`src/sas_pkg.sv`:
```
// Package of constants and types for the converter sequencer
package sas_pkg;

    // ==========================================
    // Register addresses
    localparam logic [15:0] SAS_MODE_ADDR    = 16'hFF80;
    localparam logic [15:0] SAS_CHAN_ADDR    = 16'hFF84;
    localparam logic [15:0] SAS_RESULT_ADDR  = 16'hFF14;
    localparam logic [15:0] SAS_RESULT_HADDR = 16'hFF15;

    // ==========================================
    // Field positions and reset values
    localparam int          SAS_ENABLE_BIT   = 7;
    localparam int          SAS_TIME_LSB     = 3;
    localparam logic [7:0]  SAS_MODE_MASK    = 8'hB8;
    localparam logic [7:0]  SAS_CHAN_MASK    = 8'h07;
    localparam logic [7:0]  SAS_MODE_RESET   = 8'h00;
    localparam logic [7:0]  SAS_CHAN_RESET   = 8'h00;
    localparam logic [15:0] SAS_RESULT_RESET = 16'h0000;
    localparam int          SAS_WIDE_PAD     = 6;
    localparam logic [2:0]  SAS_LAST_CHAN    = 3'h5;

    // ==========================================
    // Timing: conversion lengths in main-clock cycles, slot count and sample slots
    localparam logic [7:0]  SAS_CONV_144     = 8'h90;
    localparam logic [7:0]  SAS_CONV_120     = 8'h78;
    localparam logic [7:0]  SAS_CONV_96      = 8'h60;
    localparam logic [7:0]  SAS_CONV_72      = 8'h48;
    localparam logic [3:0]  SAS_SLOTS        = 4'hC;
    localparam logic [3:0]  SAS_SAMPLE_WIDE  = 4'h2;
    localparam logic [3:0]  SAS_SAMPLE_NARROW = 4'h4;

    typedef enum logic [2:0] {
        SAS_T144 = 3'h0,
        SAS_T120 = 3'h1,
        SAS_T96  = 3'h2,
        SAS_T72  = 3'h4
    } sas_time_type;

    // CPU access, one request per cycle
    typedef struct packed {
        logic        rd;
        logic        wr;
        logic        word;
        logic [15:0] addr;
        logic [7:0]  wdata;
    } sas_bus_type;

    // Drive towards the analog front end
    typedef struct packed {
        logic       active;
        logic [2:0] channel;
        logic       hold;
        logic [9:0] tap_code;
    } sas_afe_type;

endpackage : sas_pkg

```
`src/sas_approx.sv`:
```
// Successive approximation register, one bit per step
`timescale 1ns/1ps
`default_nettype none
module sas_approx (
    input  wire logic       clock,
    input  wire logic       nrst,
    input  wire logic       wide,
    input  wire logic       clear,
    input  wire logic       step,
    input  wire logic       cmp_high,
    output logic [9:0]      code
);
    logic [9:0] code_reg;
    logic [9:0] bit_reg;

    assign code = code_reg;

    // ==========================================
    // Trial bit walks from MSB to LSB
    always_ff @(posedge clock or negedge nrst) begin
        if (!nrst) begin
            code_reg <= 10'h000;
            bit_reg  <= 10'h000;
        end else if (clear) begin
            code_reg <= wide ? 10'h200 : 10'h080;
            bit_reg  <= wide ? 10'h200 : 10'h080;
        end else if (step && bit_reg != 10'h000) begin
            code_reg <= (cmp_high ? code_reg : (code_reg & ~bit_reg)) | (bit_reg >> 1);
            bit_reg  <= bit_reg >> 1;
        end
    end

endmodule : sas_approx
`default_nettype wire

```
`src/sas_sequencer.sv`:
```
// Control, timing and result logic of the six-input converter
`timescale 1ns/1ps
`default_nettype none
module sas_sequencer #(
    parameter bit WIDE  = 1'b1,
    parameter bit FLASH = 1'b0
) (
    input  wire logic                 clock,
    input  wire logic                 nrst,
    input  wire sas_pkg::sas_bus_type bus,
    output logic [15:0]               rdata,
    output logic                      rvalid,
    input  wire logic                 standby,
    input  wire logic                 cmp_high,
    output sas_pkg::sas_afe_type      afe,
    output logic                      conv_end_irq,
    input  wire logic                 flag_clear,
    output logic                      conv_end_flag
);
    typedef enum logic { SAS_IDLE, SAS_RUN } sas_state_type;

    sas_state_type state_reg;
    logic [7:0]    converter_mode_reg;
    logic [7:0]    channel_select_reg;
    logic [15:0]   conversion_result_reg;
    logic [15:0]   pending_reg;
    logic          pending_valid_reg;
    logic [7:0]    slot_cnt_reg;
    logic [3:0]    slot_idx_reg;
    logic [15:0]   rdata_reg;
    logic          rvalid_reg;
    logic          irq_reg;
    logic          flag_reg;
    logic [9:0]    code;
    logic          ctrl_write;
    logic          res_read;
    logic          slot_end;
    logic          conv_done;
    logic          run_ok;
    logic [7:0]    slot_len;
    logic [15:0]   new_result;

    // ==========================================
    // Conversion length per time code
    function automatic logic [7:0] conv_cycles(input logic [2:0] sel);
        unique case (sel)
            sas_pkg::SAS_T120: conv_cycles = sas_pkg::SAS_CONV_120;
            sas_pkg::SAS_T96:  conv_cycles = sas_pkg::SAS_CONV_96;
            sas_pkg::SAS_T72:  conv_cycles = sas_pkg::SAS_CONV_72;
            default:  conv_cycles = sas_pkg::SAS_CONV_144;
        endcase
    endfunction : conv_cycles

    // ==========================================
    // Decode
    assign ctrl_write = bus.wr && (bus.addr == sas_pkg::SAS_MODE_ADDR ||
                                   bus.addr == sas_pkg::SAS_CHAN_ADDR);
    assign res_read   = bus.rd && (bus.addr == sas_pkg::SAS_RESULT_ADDR ||
                                   bus.addr == sas_pkg::SAS_RESULT_HADDR);
    assign run_ok     = converter_mode_reg[sas_pkg::SAS_ENABLE_BIT] && !standby;
    assign slot_len   = conv_cycles(converter_mode_reg[sas_pkg::SAS_TIME_LSB +: 3])
                        / {4'h0, sas_pkg::SAS_SLOTS};
    assign slot_end   = (state_reg == SAS_RUN) && (slot_cnt_reg == slot_len - 8'd1);
    assign conv_done  = slot_end && (slot_idx_reg == sas_pkg::SAS_SLOTS - 4'h1);
    // Bit 0 straight from the comparator, register settles one edge late
    assign new_result = WIDE ? {code[9:1], cmp_high, {sas_pkg::SAS_WIDE_PAD{1'b0}}}
                             : {8'h00, code[7:1], cmp_high};

    // ==========================================
    // Control registers
    always_ff @(posedge clock or negedge nrst) begin
        if (!nrst) begin
            converter_mode_reg <= sas_pkg::SAS_MODE_RESET;
            channel_select_reg <= sas_pkg::SAS_CHAN_RESET;
        end else if (bus.wr) begin
            if (bus.addr == sas_pkg::SAS_MODE_ADDR) begin
                converter_mode_reg <= bus.wdata & sas_pkg::SAS_MODE_MASK;
            end
            if (bus.addr == sas_pkg::SAS_CHAN_ADDR) begin
                channel_select_reg <= bus.wdata & sas_pkg::SAS_CHAN_MASK;
            end
        end
    end

    // ==========================================
    // Sequencing state and slot timing
    always_ff @(posedge clock or negedge nrst) begin
        if (!nrst) begin
            state_reg    <= SAS_IDLE;
            slot_cnt_reg <= 8'h00;
            slot_idx_reg <= 4'h0;
        end else if (ctrl_write || !run_ok) begin
            state_reg    <= SAS_IDLE;
            slot_cnt_reg <= 8'h00;
            slot_idx_reg <= 4'h0;
        end else begin
            unique case (state_reg)
                SAS_IDLE: begin
                    state_reg <= SAS_RUN;
                end
                SAS_RUN: begin
                    if (slot_end) begin
                        slot_cnt_reg <= 8'h00;
                        slot_idx_reg <= conv_done ? 4'h0 : slot_idx_reg + 4'h1;
                    end else begin
                        slot_cnt_reg <= slot_cnt_reg + 8'h01;
                    end
                end
            endcase
        end
    end

    sas_approx u_approx (
        .clock    (clock),
        .nrst     (nrst),
        .wide     (WIDE),
        .clear    (state_reg == SAS_RUN && slot_cnt_reg == 8'h00 &&
                   slot_idx_reg == 4'h0),
        .step     (slot_end && !afe.hold ? 1'b0 : slot_end),
        .cmp_high (cmp_high),
        .code     (code)
    );

    // ==========================================
    // Front end drive
    always_comb begin
        afe.active   = state_reg == SAS_RUN;
        afe.channel  = channel_select_reg[2:0];
        afe.hold     = afe.active && slot_idx_reg >= (WIDE ? sas_pkg::SAS_SAMPLE_WIDE
                                                           : sas_pkg::SAS_SAMPLE_NARROW);
        afe.tap_code = code;
    end

    // ==========================================
    // Result store with read and write conflicts
    always_ff @(posedge clock or negedge nrst) begin
        if (!nrst) begin
            conversion_result_reg <= sas_pkg::SAS_RESULT_RESET;
            pending_reg           <= 16'h0000;
            pending_valid_reg     <= 1'b0;
            irq_reg               <= 1'b0;
        end else begin
            irq_reg <= conv_done && !ctrl_write;
            if (conv_done && !ctrl_write) begin
                if (res_read) begin
                    pending_reg       <= new_result;
                    pending_valid_reg <= 1'b1;
                end else begin
                    conversion_result_reg <= new_result;
                    pending_valid_reg     <= 1'b0;
                end
            end else if (pending_valid_reg && !res_read) begin
                conversion_result_reg <= pending_reg;
                pending_valid_reg     <= 1'b0;
            end
        end
    end

    // ==========================================
    // Completion flag, set wins over clear
    always_ff @(posedge clock or negedge nrst) begin
        if (!nrst) begin
            flag_reg <= 1'b0;
        end else if (irq_reg) begin
            flag_reg <= 1'b1;
        end else if (flag_clear) begin
            flag_reg <= 1'b0;
        end
    end

    // ==========================================
    // Read data
    always_ff @(posedge clock or negedge nrst) begin
        if (!nrst) begin
            rdata_reg  <= 16'h0000;
            rvalid_reg <= 1'b0;
        end else begin
            rvalid_reg <= bus.rd;
            rdata_reg  <= 16'h0000;
            if (bus.rd) begin
                unique case (bus.addr)
                    sas_pkg::SAS_MODE_ADDR:    rdata_reg <= {8'h00, converter_mode_reg};
                    sas_pkg::SAS_CHAN_ADDR:    rdata_reg <= {8'h00, channel_select_reg};
                    sas_pkg::SAS_RESULT_ADDR: begin
                        if (bus.word) begin
                            rdata_reg <= conversion_result_reg;
                        end else if (FLASH) begin
                            rdata_reg <= {8'h00, conversion_result_reg[7:0]};
                        end
                    end
                    sas_pkg::SAS_RESULT_HADDR: begin
                        if (!bus.word && FLASH) begin
                            rdata_reg <= {8'h00, conversion_result_reg[15:8]};
                        end
                    end
                    default: rdata_reg <= 16'h0000;
                endcase
            end
        end
    end

    assign rdata         = rdata_reg;
    assign rvalid        = rvalid_reg;
    assign conv_end_irq  = irq_reg;
    assign conv_end_flag = flag_reg;

endmodule : sas_sequencer
`default_nettype wire

```
`config.mk`:
```
export PLATFORM = sky130hd
export DESIGN_NAME = sas_sequencer
export DESIGN_NICKNAME = d
export VERILOG_FILES = /design/src/sas_pkg.sv /design/src/sas_approx.sv /design/src/sas_sequencer.sv
export SDC_FILE = /design/constraint.sdc
export NUM_CORES = 1
export LEC_CHECK = 0
export BUFFER_PORTS_ARGS = -buffer_cell sky130_fd_sc_hd__buf_2
export CORE_MARGIN = 4
export CORE_UTILIZATION = 50
export DETAILED_ROUTE_END_ITERATION = 10
export PLACE_DENSITY = 0.72
export RECOVER_POWER = 25
export SYNTH_ARGS = -nofsm -noshare
export SYNTH_HDL_FRONTEND = slang
export SYNTH_SLANG_ARGS = --single-unit
```
`constraint.sdc`:
```
create_clock -name clock -period 8.9 [get_ports clock]
set_input_delay 0.89 -clock clock [delete_from_list [all_inputs] [get_ports clock]]
set_output_delay 0.89 -clock clock [all_outputs]
set_load 0.005 [all_outputs]
```
After elaboration in Yosys (flattened, before gate mapping)
Index checks and enable logic that the tools add are counted. Widths: inputs -> output; s select.

Word-level logic and storage cells: 91. Input bits: 32. Register bits: 86.

Div/mod/pow operators: 1. Reduce and logical (&&, ||, !) cells: 33. Bitwise gates (word level): 3. Order comparisons: 1. Equal/unequal tests: 10. Mux-type cells: 26. Add/subtract/negate cells: 3.

Operators with widths (count): $mux 16 (5); $eq 16x16->1 const B (4); $mux 10 (5); $pmux 16 s3 (1); $mux 8 (3); $pmux 8 s3 (1); $mux 4 (4); $logic_and 1x1->1 (12); $and 10x10->10 (1); $not 10->10 (1); $or 10x9->10 (1); $reduce_and 2->1 (5); $reduce_bool 10->1 (1); $reduce_bool 2->1 (5); $add 8x1->8 const B (1); $div 8x4->8 const B (1); $eq 8x8->1 (1); $logic_not 8->1 (1); $sub 8x1->8 const B (1); $mux 1 (7); $logic_not 1->1 (5); $add 4x1->4 const B (1); $eq 4x4->1 const B (1); $ge 4x2->1 const B (1); other kinds (6) (8).

Depth between registers and ports, before layout
Gate-level depths: netlist of run 1.

Depth after elaboration: 11. Mapped depth: 26.

Hierarchy
Synthesis of run 1 repeated with hierarchy kept, for this count alone.

Cell total of the unflattened synthesis: 379. Area, all modules: 3981.3 um^2.

By module, submodules not included: sas_sequencer (times used 1, area each 3086.7 um^2, cells each 294, seq. area each 1501.4 um^2); sas_approx (times used 1, area each 894.6 um^2, cells each 85, seq. area each 500.5 um^2).

Least setup slack after synthesis of run 1
No wires, ideal clock.

Path kind: register -> register. From: register converter_mode_reg[5]. To: register pending_reg[10]. Setup slack: 4.618 ns. Setup time: 0.125 ns. Cell stages (with the launch flop): 26. Clock period less this slack: 4.282 ns. Arrival: 4.157 ns. Required time: 8.775 ns. Cells stage by stage: dfrtp_1 -> buf_4 -> or3b_1 -> buf_2 -> inv_1 -> nor2_1 -> inv_1 -> ha_1 -> buf_2 -> inv_1 -> xnor2_1 -> ha_1 -> nor2b_1 -> a311oi_1 -> o2111ai_2 -> inv_1 -> ha_1 -> xor2_1 -> and3_1 -> nand2b_1 -> mux2i_1 -> and3_1 -> buf_6 -> and2_4 -> buf_6 -> mux2_4.

Word-level cells in the longest chain between the ends: 9.

RTL lines: start: declaration (RTL line sas_sequencer.sv:23) `logic [7:0] converter_mode_reg;`; start signal: assignment (RTL line sas_sequencer.sv:73) `converter_mode_reg <= sas_pkg::SAS_MODE_RESET;`; start signal: assignment (RTL line sas_sequencer.sv:77) `converter_mode_reg <= bus.wdata & sas_pkg::SAS_MODE_MASK;`; $eq 3x3->1 (tied with other cells) (RTL line sas_sequencer.sv:46) `unique case (sel)`; $pmux 8 s3 * (RTL line sas_sequencer.sv:46); $div 8x4->8 * (RTL line sas_sequencer.sv:62) `/ {4'h0, sas_pkg::SAS_SLOTS};`; $sub 8x1->8 * (RTL line sas_sequencer.sv:63) `assign slot_end = (state_reg == SAS_RUN) && (slot_cnt_reg == slot_len - 8'd1);`; $eq 8x8->1 * (RTL line sas_sequencer.sv:63); $logic_and 1x1->1 * (RTL line sas_sequencer.sv:63); $logic_and 1x1->1 * (RTL line sas_sequencer.sv:64) `assign conv_done = slot_end && (slot_idx_reg == sas_pkg::SAS_SLOTS - 4'h1);`; $logic_and 1x1->1 * (RTL line sas_sequencer.sv:144) `if (conv_done && !ctrl_write) begin`; $reduce_and 2->1 (no line) *; end signal: assignment (RTL line sas_sequencer.sv:146) `pending_reg <= new_result;`; end: declaration (RTL line sas_sequencer.sv:26) `logic [15:0] pending_reg;`.

Mark *: on every way between the ends. The rest lies on a longest branch, timed or not. A chain may end at the register's enable or synchronous reset.

Worst setup path in the final report of run 1
Ends and elaborated chain as after synthesis.

==> results of run 1 <==
[cell usage in the layout, fill, tap and decap left out, drive strengths merged, types with 3 or more instances in the layout]
cell,count
nor2b,3
xor2,6
o21ai,13
mux2i,12
xnor2,8
clkinv,3
a21oi,9
nand2b,4
nand2,67
inv,16
a21o,11
buf,65
clkbuf,12
ha,9
nand4,5
nor3,8
nand3b,3
nor2,17
nor3b,10
nand3,18
and2,18
mux2,17
and3,3
a211o,10
dfrtp,80
[worst paths after layout]
check	startpoint	end	slack, ps
setup / recovery	converter_mode_reg[5]	pending_reg[10]	3120
hold / removal	conv_end_irq	conv_end_flag	470
setup reg to reg	converter_mode_reg[5]	pending_reg[10]	3120
hold reg to reg	conv_end_irq	conv_end_flag	470
max in group asynchronous	nrst	slot_idx_reg[3]	4440
min in group asynchronous	nrst	rdata[1]	2030
[final cells by class]
| type | instances | area, µm² |
|---|---|---|
| multi-input combinational | 282 | 1910 |
| clock buffer | 11 | 141 |
| inverter | 15 | 56.3 |
| fill | 690 | 3210 |
| sequential | 80 | 2000 |
| timing repair buffer | 66 | 334 |
| clock inverter | 5 | 65.1 |
| tap | 102 | 128 |
[through the flow]
stage / util / instance area [µm²] / cells / power, mW / setup WS [ps]
3_5_place_dp: 0.565 / 4430 / 545 / 0.391 / 3160
2_1_floorplan: - / 4090 / 400 / 0.375 / 4620
5_1_grt: 0.590 / 4630 / 561 / 0.686 / 2590
6_report: 0.590 / 4630 / 561 / 0.659 / 3120
4_1_cts: 0.591 / 4640 / 561 / 0.666 / 3140
3_3_place_gp: 0.565 / 4430 / 545 / 0.391 / 3330
[report_power, final]
| part | switching [mW] | internal [mW] | total [mW] |
|---|---|---|---|
| registers | 0.000630 | 0.364 | 0.364 |
| clock network | 0.136 | 0.140 | 0.276 |
| logic | 0.0117 | 0.00681 | 0.0185 |
| total | 0.148 | 0.511 | 0.659 |
[metal layers]
metal | vias to the layer above | part of all wire
met3 | 8 | 0.041
met4 | 0 | 0.012
met5 | - | 0
met1 | 1482 | 0.49
li1 | 1495 | -
met2 | 59 | 0.46
[logic make-up (layout without fill, tap and decap cells)]
kind of cell,after synthesis,after routing,share of synthesized area
compound gates,59,59,0.106
xor+xnor,14,14,0.0300
fa+ha+maj,9,9,0.0275
buf+inv,38,97,0.0444
flops,80,80,0.489
mux,29,29,0.0853
simple gates,171,171,0.218
[worst max-delay path, stage by stage, from the launching register on]
cell       delay [ps]
dfrtp_1           680
or3b_1            480
inv_1             110
nor2_1             60
inv_1              50
ha_1              420
inv_1             160
xnor2_1           160
ha_1              220
nor2b_1           160
a311oi_1          340
o2111ai_2         190
inv_1              90
ha_1              230
xor2_1            170
and3_1            220
nand2b_1           70
mux2i_1           220
and3_1            870
and2_4            430
mux2_4            320
==> flow_summary.yaml, run 1 <==
cells_and_area:
  layout-area-overhead-vs-synth_pct: 13.3
  design.final.nets: 495
  max_ffs_per_register: 16
  final_layout_size_suffix_gt1_frac: 0.224
  antenna_cells: 0
floorplan:
  core_mm2: 0.00785
  die_width_um: 98.4
  design.portCount: 66
  floorplan.initialDensity: 0.521
  dieArea_mm2: 0.00969
  floorplan.rows: 32
  die_height_um: 98.4
logic_synthesis:
  synth_seq_area_share: 0.489
  mapped_avg_cell_area_um2: 10.2
  synth_instances: 400
  synthArstFlopShare: 1.00
  most_repeated_cell_in_the_gate_level_netlist_after_synthesis: "dfrtp_1"
  number_of_enable_flip_flop_cells_after_synthesis: 0
  ys_ff_latch: 80
  synth_top_area_frac: 0.489
  synthesis.nets: 441
  netlist_top_cells_area: "dfrtp_1, nand2_1, mux2_4"
  synthDistinctLibCells: 52
  post_synth_most_frequent_cells: "dfrtp_1, nand2_1, nand3_1"
  yosysWarningCount: 0
  cell_area_after_technology_mapping_mm2: 0.00409
  synth_area_leader_cell: "dfrtp_1"
  ys.flop_type: "dfrtp_1"
min_path:
  hold_path_class: "flop to flop"
  worstHoldPathCells: 1
global_routing:
  top_usage_layer: "met2"
  gr-usage-met2: 0.274
  use_met1: 0.255
  grt_start_max_net_pins: 81
  initial_antenna_violation_count: 0
  overflow: 0
  groute.layer.met3.usage: 0.0347
  global_route.usage.total: 0.177
  wire_length_of_the_first_global_routing_pass_um: 14300
  grt_pass1_vias: 2911
timing:
  final_critical_path_share_of_the_clock_period: 0.650
  remaining_max_slew_budget_at_the_tightest_pin: -1.84
  max_freq_mhz: 173
  finClkSkew_ps: 9.33
  timing_worst_slew_pin_value_ps: 4260
  period_needed_ps: 5780
  rsz_0062_raised_after_global_routing: "no"
  fin_worst_hold_slack_ps: 466
  setup_viol: 0
  final-hold-violation-count: 0
  final_max_slew_viol_count: 81
  fin_setup_tns_ps: 0
run:
  max_cap_violations: 1
route:
  totalWireLength_um: 8170
  routed_via_density: 5.43
  drt_iter0_drc: 139
  detailroute.via_count: 3044
  wire_per_inst_um: 14.6
  antenna_left: 0
  drtPass1Iterations: 4
  post-route-drc-count: 0
clock_tree:
  tritoncts: "done"
  clk_transition_reported_paths_ps: 80
  cts.sink_count: 80
  cts_inserted_buffers: 9
  post_cts_setup_bufs: 0
  cts.repair.resized: 0
  clock_tree.htree_level_count: 3
  cts-hold-fix-buffers: 0
  clk_latency_ps: 340
  root_buffer: "clkbuf_8"
  clock_tree.buffer_depth: 2
setup_path:
  timing.critical_path.arrival_ps: 6010
  critical_path_peak_fanout: 22
  timing.critical_path.from_type: "flop"
  worst_r2r_path_depth: 20
  critPathRequiredTime_ps: 9130
  endpoint_kind: "flop"
  critPathKind: "flop to flop"
outcome:
  violated_checks: "capacitance limit, slew limit"
  status: "finished, violations left"
power:
  power-per-cell-area_mw_per_mm2: 142
  ir_drop_uv: 88.5
  cell_leakage_power_nw: 2.45
place:
  hpwl_um: 5720
  placement.io_buffers: 64
  place.gp.congestion: 0.811
(Power assumes the default switching activity.)
==> run 2, diff against run 1 <==
Settings changed: PLACE_DENSITY 0.72 to 0.75.
Clock period 8.9 ns to 5.2 ns, I/O delays scaled along.
==> run 2 against run 1 <==
  * The run still ends with capacitance limit, slew limit left
  * Setup slack worse by 2600 ps
  * Sequential share of layout area down 0.19 points
  * Via count down 0.69%
  * Total power up 72%
  * Combinational power up 69%
  * Cell area up 0.43%
  * Critical path type unchanged
  * Largest power group unchanged
==> flow_summary.yaml, run 2 (synthesis results as in run 1) <==
floorplan:
  dieArea_mm2: 0.00969
  core_mm2: 0.00785
  die_height_um: 98.4
  design.portCount: 66
  die_width_um: 98.4
  floorplan.rows: 32
  floorplan.initialDensity: 0.521
cells_and_area:
  layout-area-overhead-vs-synth_pct: 13.8
  final_layout_size_suffix_gt1_frac: 0.230
  final.fill_count: 646
  commonest_cells_after_routing_fill_and_taps_aside: "dfrtp_1, nand2_1, buf_2, nand3_1"
  antenna_cells: 0
  final_common_cell: "dfrtp_1"
  area.sequential_mm2: 0.00200
  design.final.nets: 497
  multiInputGateArea_mm2: 0.00191
  max_ffs_per_register: 16
place:
  place.gp.congestion: 0.804
  dp_worst_setup_slack_ps: 568
  placement.io_buffers: 64
  hpwl_um: 5640
route:
  post-route-drc-count: 0
  antenna_left: 0
  drtPass1Iterations: 4
  detailroute.via_count: 3023
  drt_iter0_drc: 104
  totalWireLength_um: 8100
  routed_via_density: 5.37
  wire_per_inst_um: 14.4
setup_path:
  timing.critical_path.from_type: "flop"
  critical_path_peak_fanout: 13
  critPathKind: "flop to flop"
  critPathRequiredTime_ps: 5420
  timing.critical_path.arrival_ps: 4870
  endpoint_kind: "flop"
outcome:
  status: "finished, violations left"
  violated_checks: "capacitance limit, slew limit"
timing:
  final-hold-violation-count: 0
  worst_slack_ps: 553
  max_freq_mhz: 215
  rsz_0062_raised_after_global_routing: "no"
  timing_worst_slew_pin_value_ps: 4150
  fin_setup_tns_ps: 0
  final_max_slew_viol_count: 81
  remaining_max_slew_budget_at_the_tightest_pin: -1.77
  finClkSkew_ps: 16.5
  setup_viol: 0
  period_needed_ps: 4650
  final_critical_path_share_of_the_clock_period: 0.894
clock_tree:
  cts_inserted_buffers: 9
  clock_tree.buffer_depth: 2
  cts.repair.resized: 0
  clk_latency_ps: 360
  clock_tree.htree_level_count: 3
  post_cts_setup_bufs: 0
  tritoncts: "done"
  clk_transition_reported_paths_ps: 90
  root_buffer: "clkbuf_8"
  cts.sink_count: 80
  cts-hold-fix-buffers: 0
power:
  cell_leakage_power_nw: 2.47
  power-per-cell-area_mw_per_mm2: 243
  ir_drop_uv: 157
  fin_total_pwr_mw: 1.13
global_routing:
  overflow: 0
  grt_pass1_vias: 2846
  wire_length_of_the_first_global_routing_pass_um: 13700
  initial_antenna_violation_count: 0
  grt_start_max_net_pins: 81
  global_route.usage.total: 0.172
min_path:
  hold_path_class: "input pin to flop"
run:
  max_cap_violations: 1
==> run 2: report_power, final <==
group          switching [mW]  internal (mW)  leakage [nW]
combinational          0.0198         0.0113          1.29
sequential            0.00108          0.623          1.07
clock                   0.237          0.241         0.107
==> run 2: layout make-up <==
type | instances | area share
multi-input combinational | 282 | 0.410
inverter | 15 | 0.0121
tap | 102 | 0.0274
timing repair buffer | 68 | 0.0750
clock inverter | 6 | 0.0159
sequential | 80 | 0.430
clock buffer | 10 | 0.0296
==> run 2: worst paths after layout <==
| check | depth (start not counted) | startpoint | endpoint | slack (ps) |
|---|---|---|---|---|
| hold reg to reg | 1 | conv_end_irq | conv_end_flag | 470 |
| setup / recovery | 21 | converter_mode_reg[4] | u_approx.bit_reg[7] | 550 |
| min in group asynchronous | 1 | nrst | rdata[9] | 1610 |
| max in group asynchronous | 1 | nrst | u_approx.bit_reg[1] | 1270 |
| hold / removal | 1 | bus[26] | rvalid | 280 |
| setup reg to reg | 21 | converter_mode_reg[4] | u_approx.bit_reg[7] | 550 |
==> run 2: through the flow <==
| step | util | cell area (µm²) | cells | hold slack, ps |
|---|---|---|---|---|
| CTS | 0.593 | 4660 | 563 | 273 |
| floorplan | - | 4090 | 400 | 224 |
| finish | 0.593 | 4650 | 563 | 285 |
| detailed placement | 0.566 | 4450 | 547 | 443 |
| global route | 0.593 | 4650 | 563 | 273 |
| global placement | 0.566 | 4450 | 547 | 431 |
==> run 2: critical path, stage by stage, from the launching register on <==
cell and delay, ps:
dfrtp_1 530, or3b_1 510, inv_1 110, nor2_1 60, inv_1 60, ha_1 160, inv_1 80, xnor2_1 160
ha_1 230, nor2b_1 250, nor2b_1 170, o21bai_1 90, o2111ai_2 120, inv_1 80, ha_1 290, xor2_1 170
and3_1 220, nand2_1 60, mux2i_1 220, nand2_1 220, nor2_1 510, o21ai_0 190
==> run 2: layer usage <==
metal  up-vias  wire [µm]  GRT usage
met3        15        514     0.0474
met5         -          0          0
met2        83       3620      0.255
met4         0        161     0.0620
met1      1433       3800      0.244
li1       1492          -          -
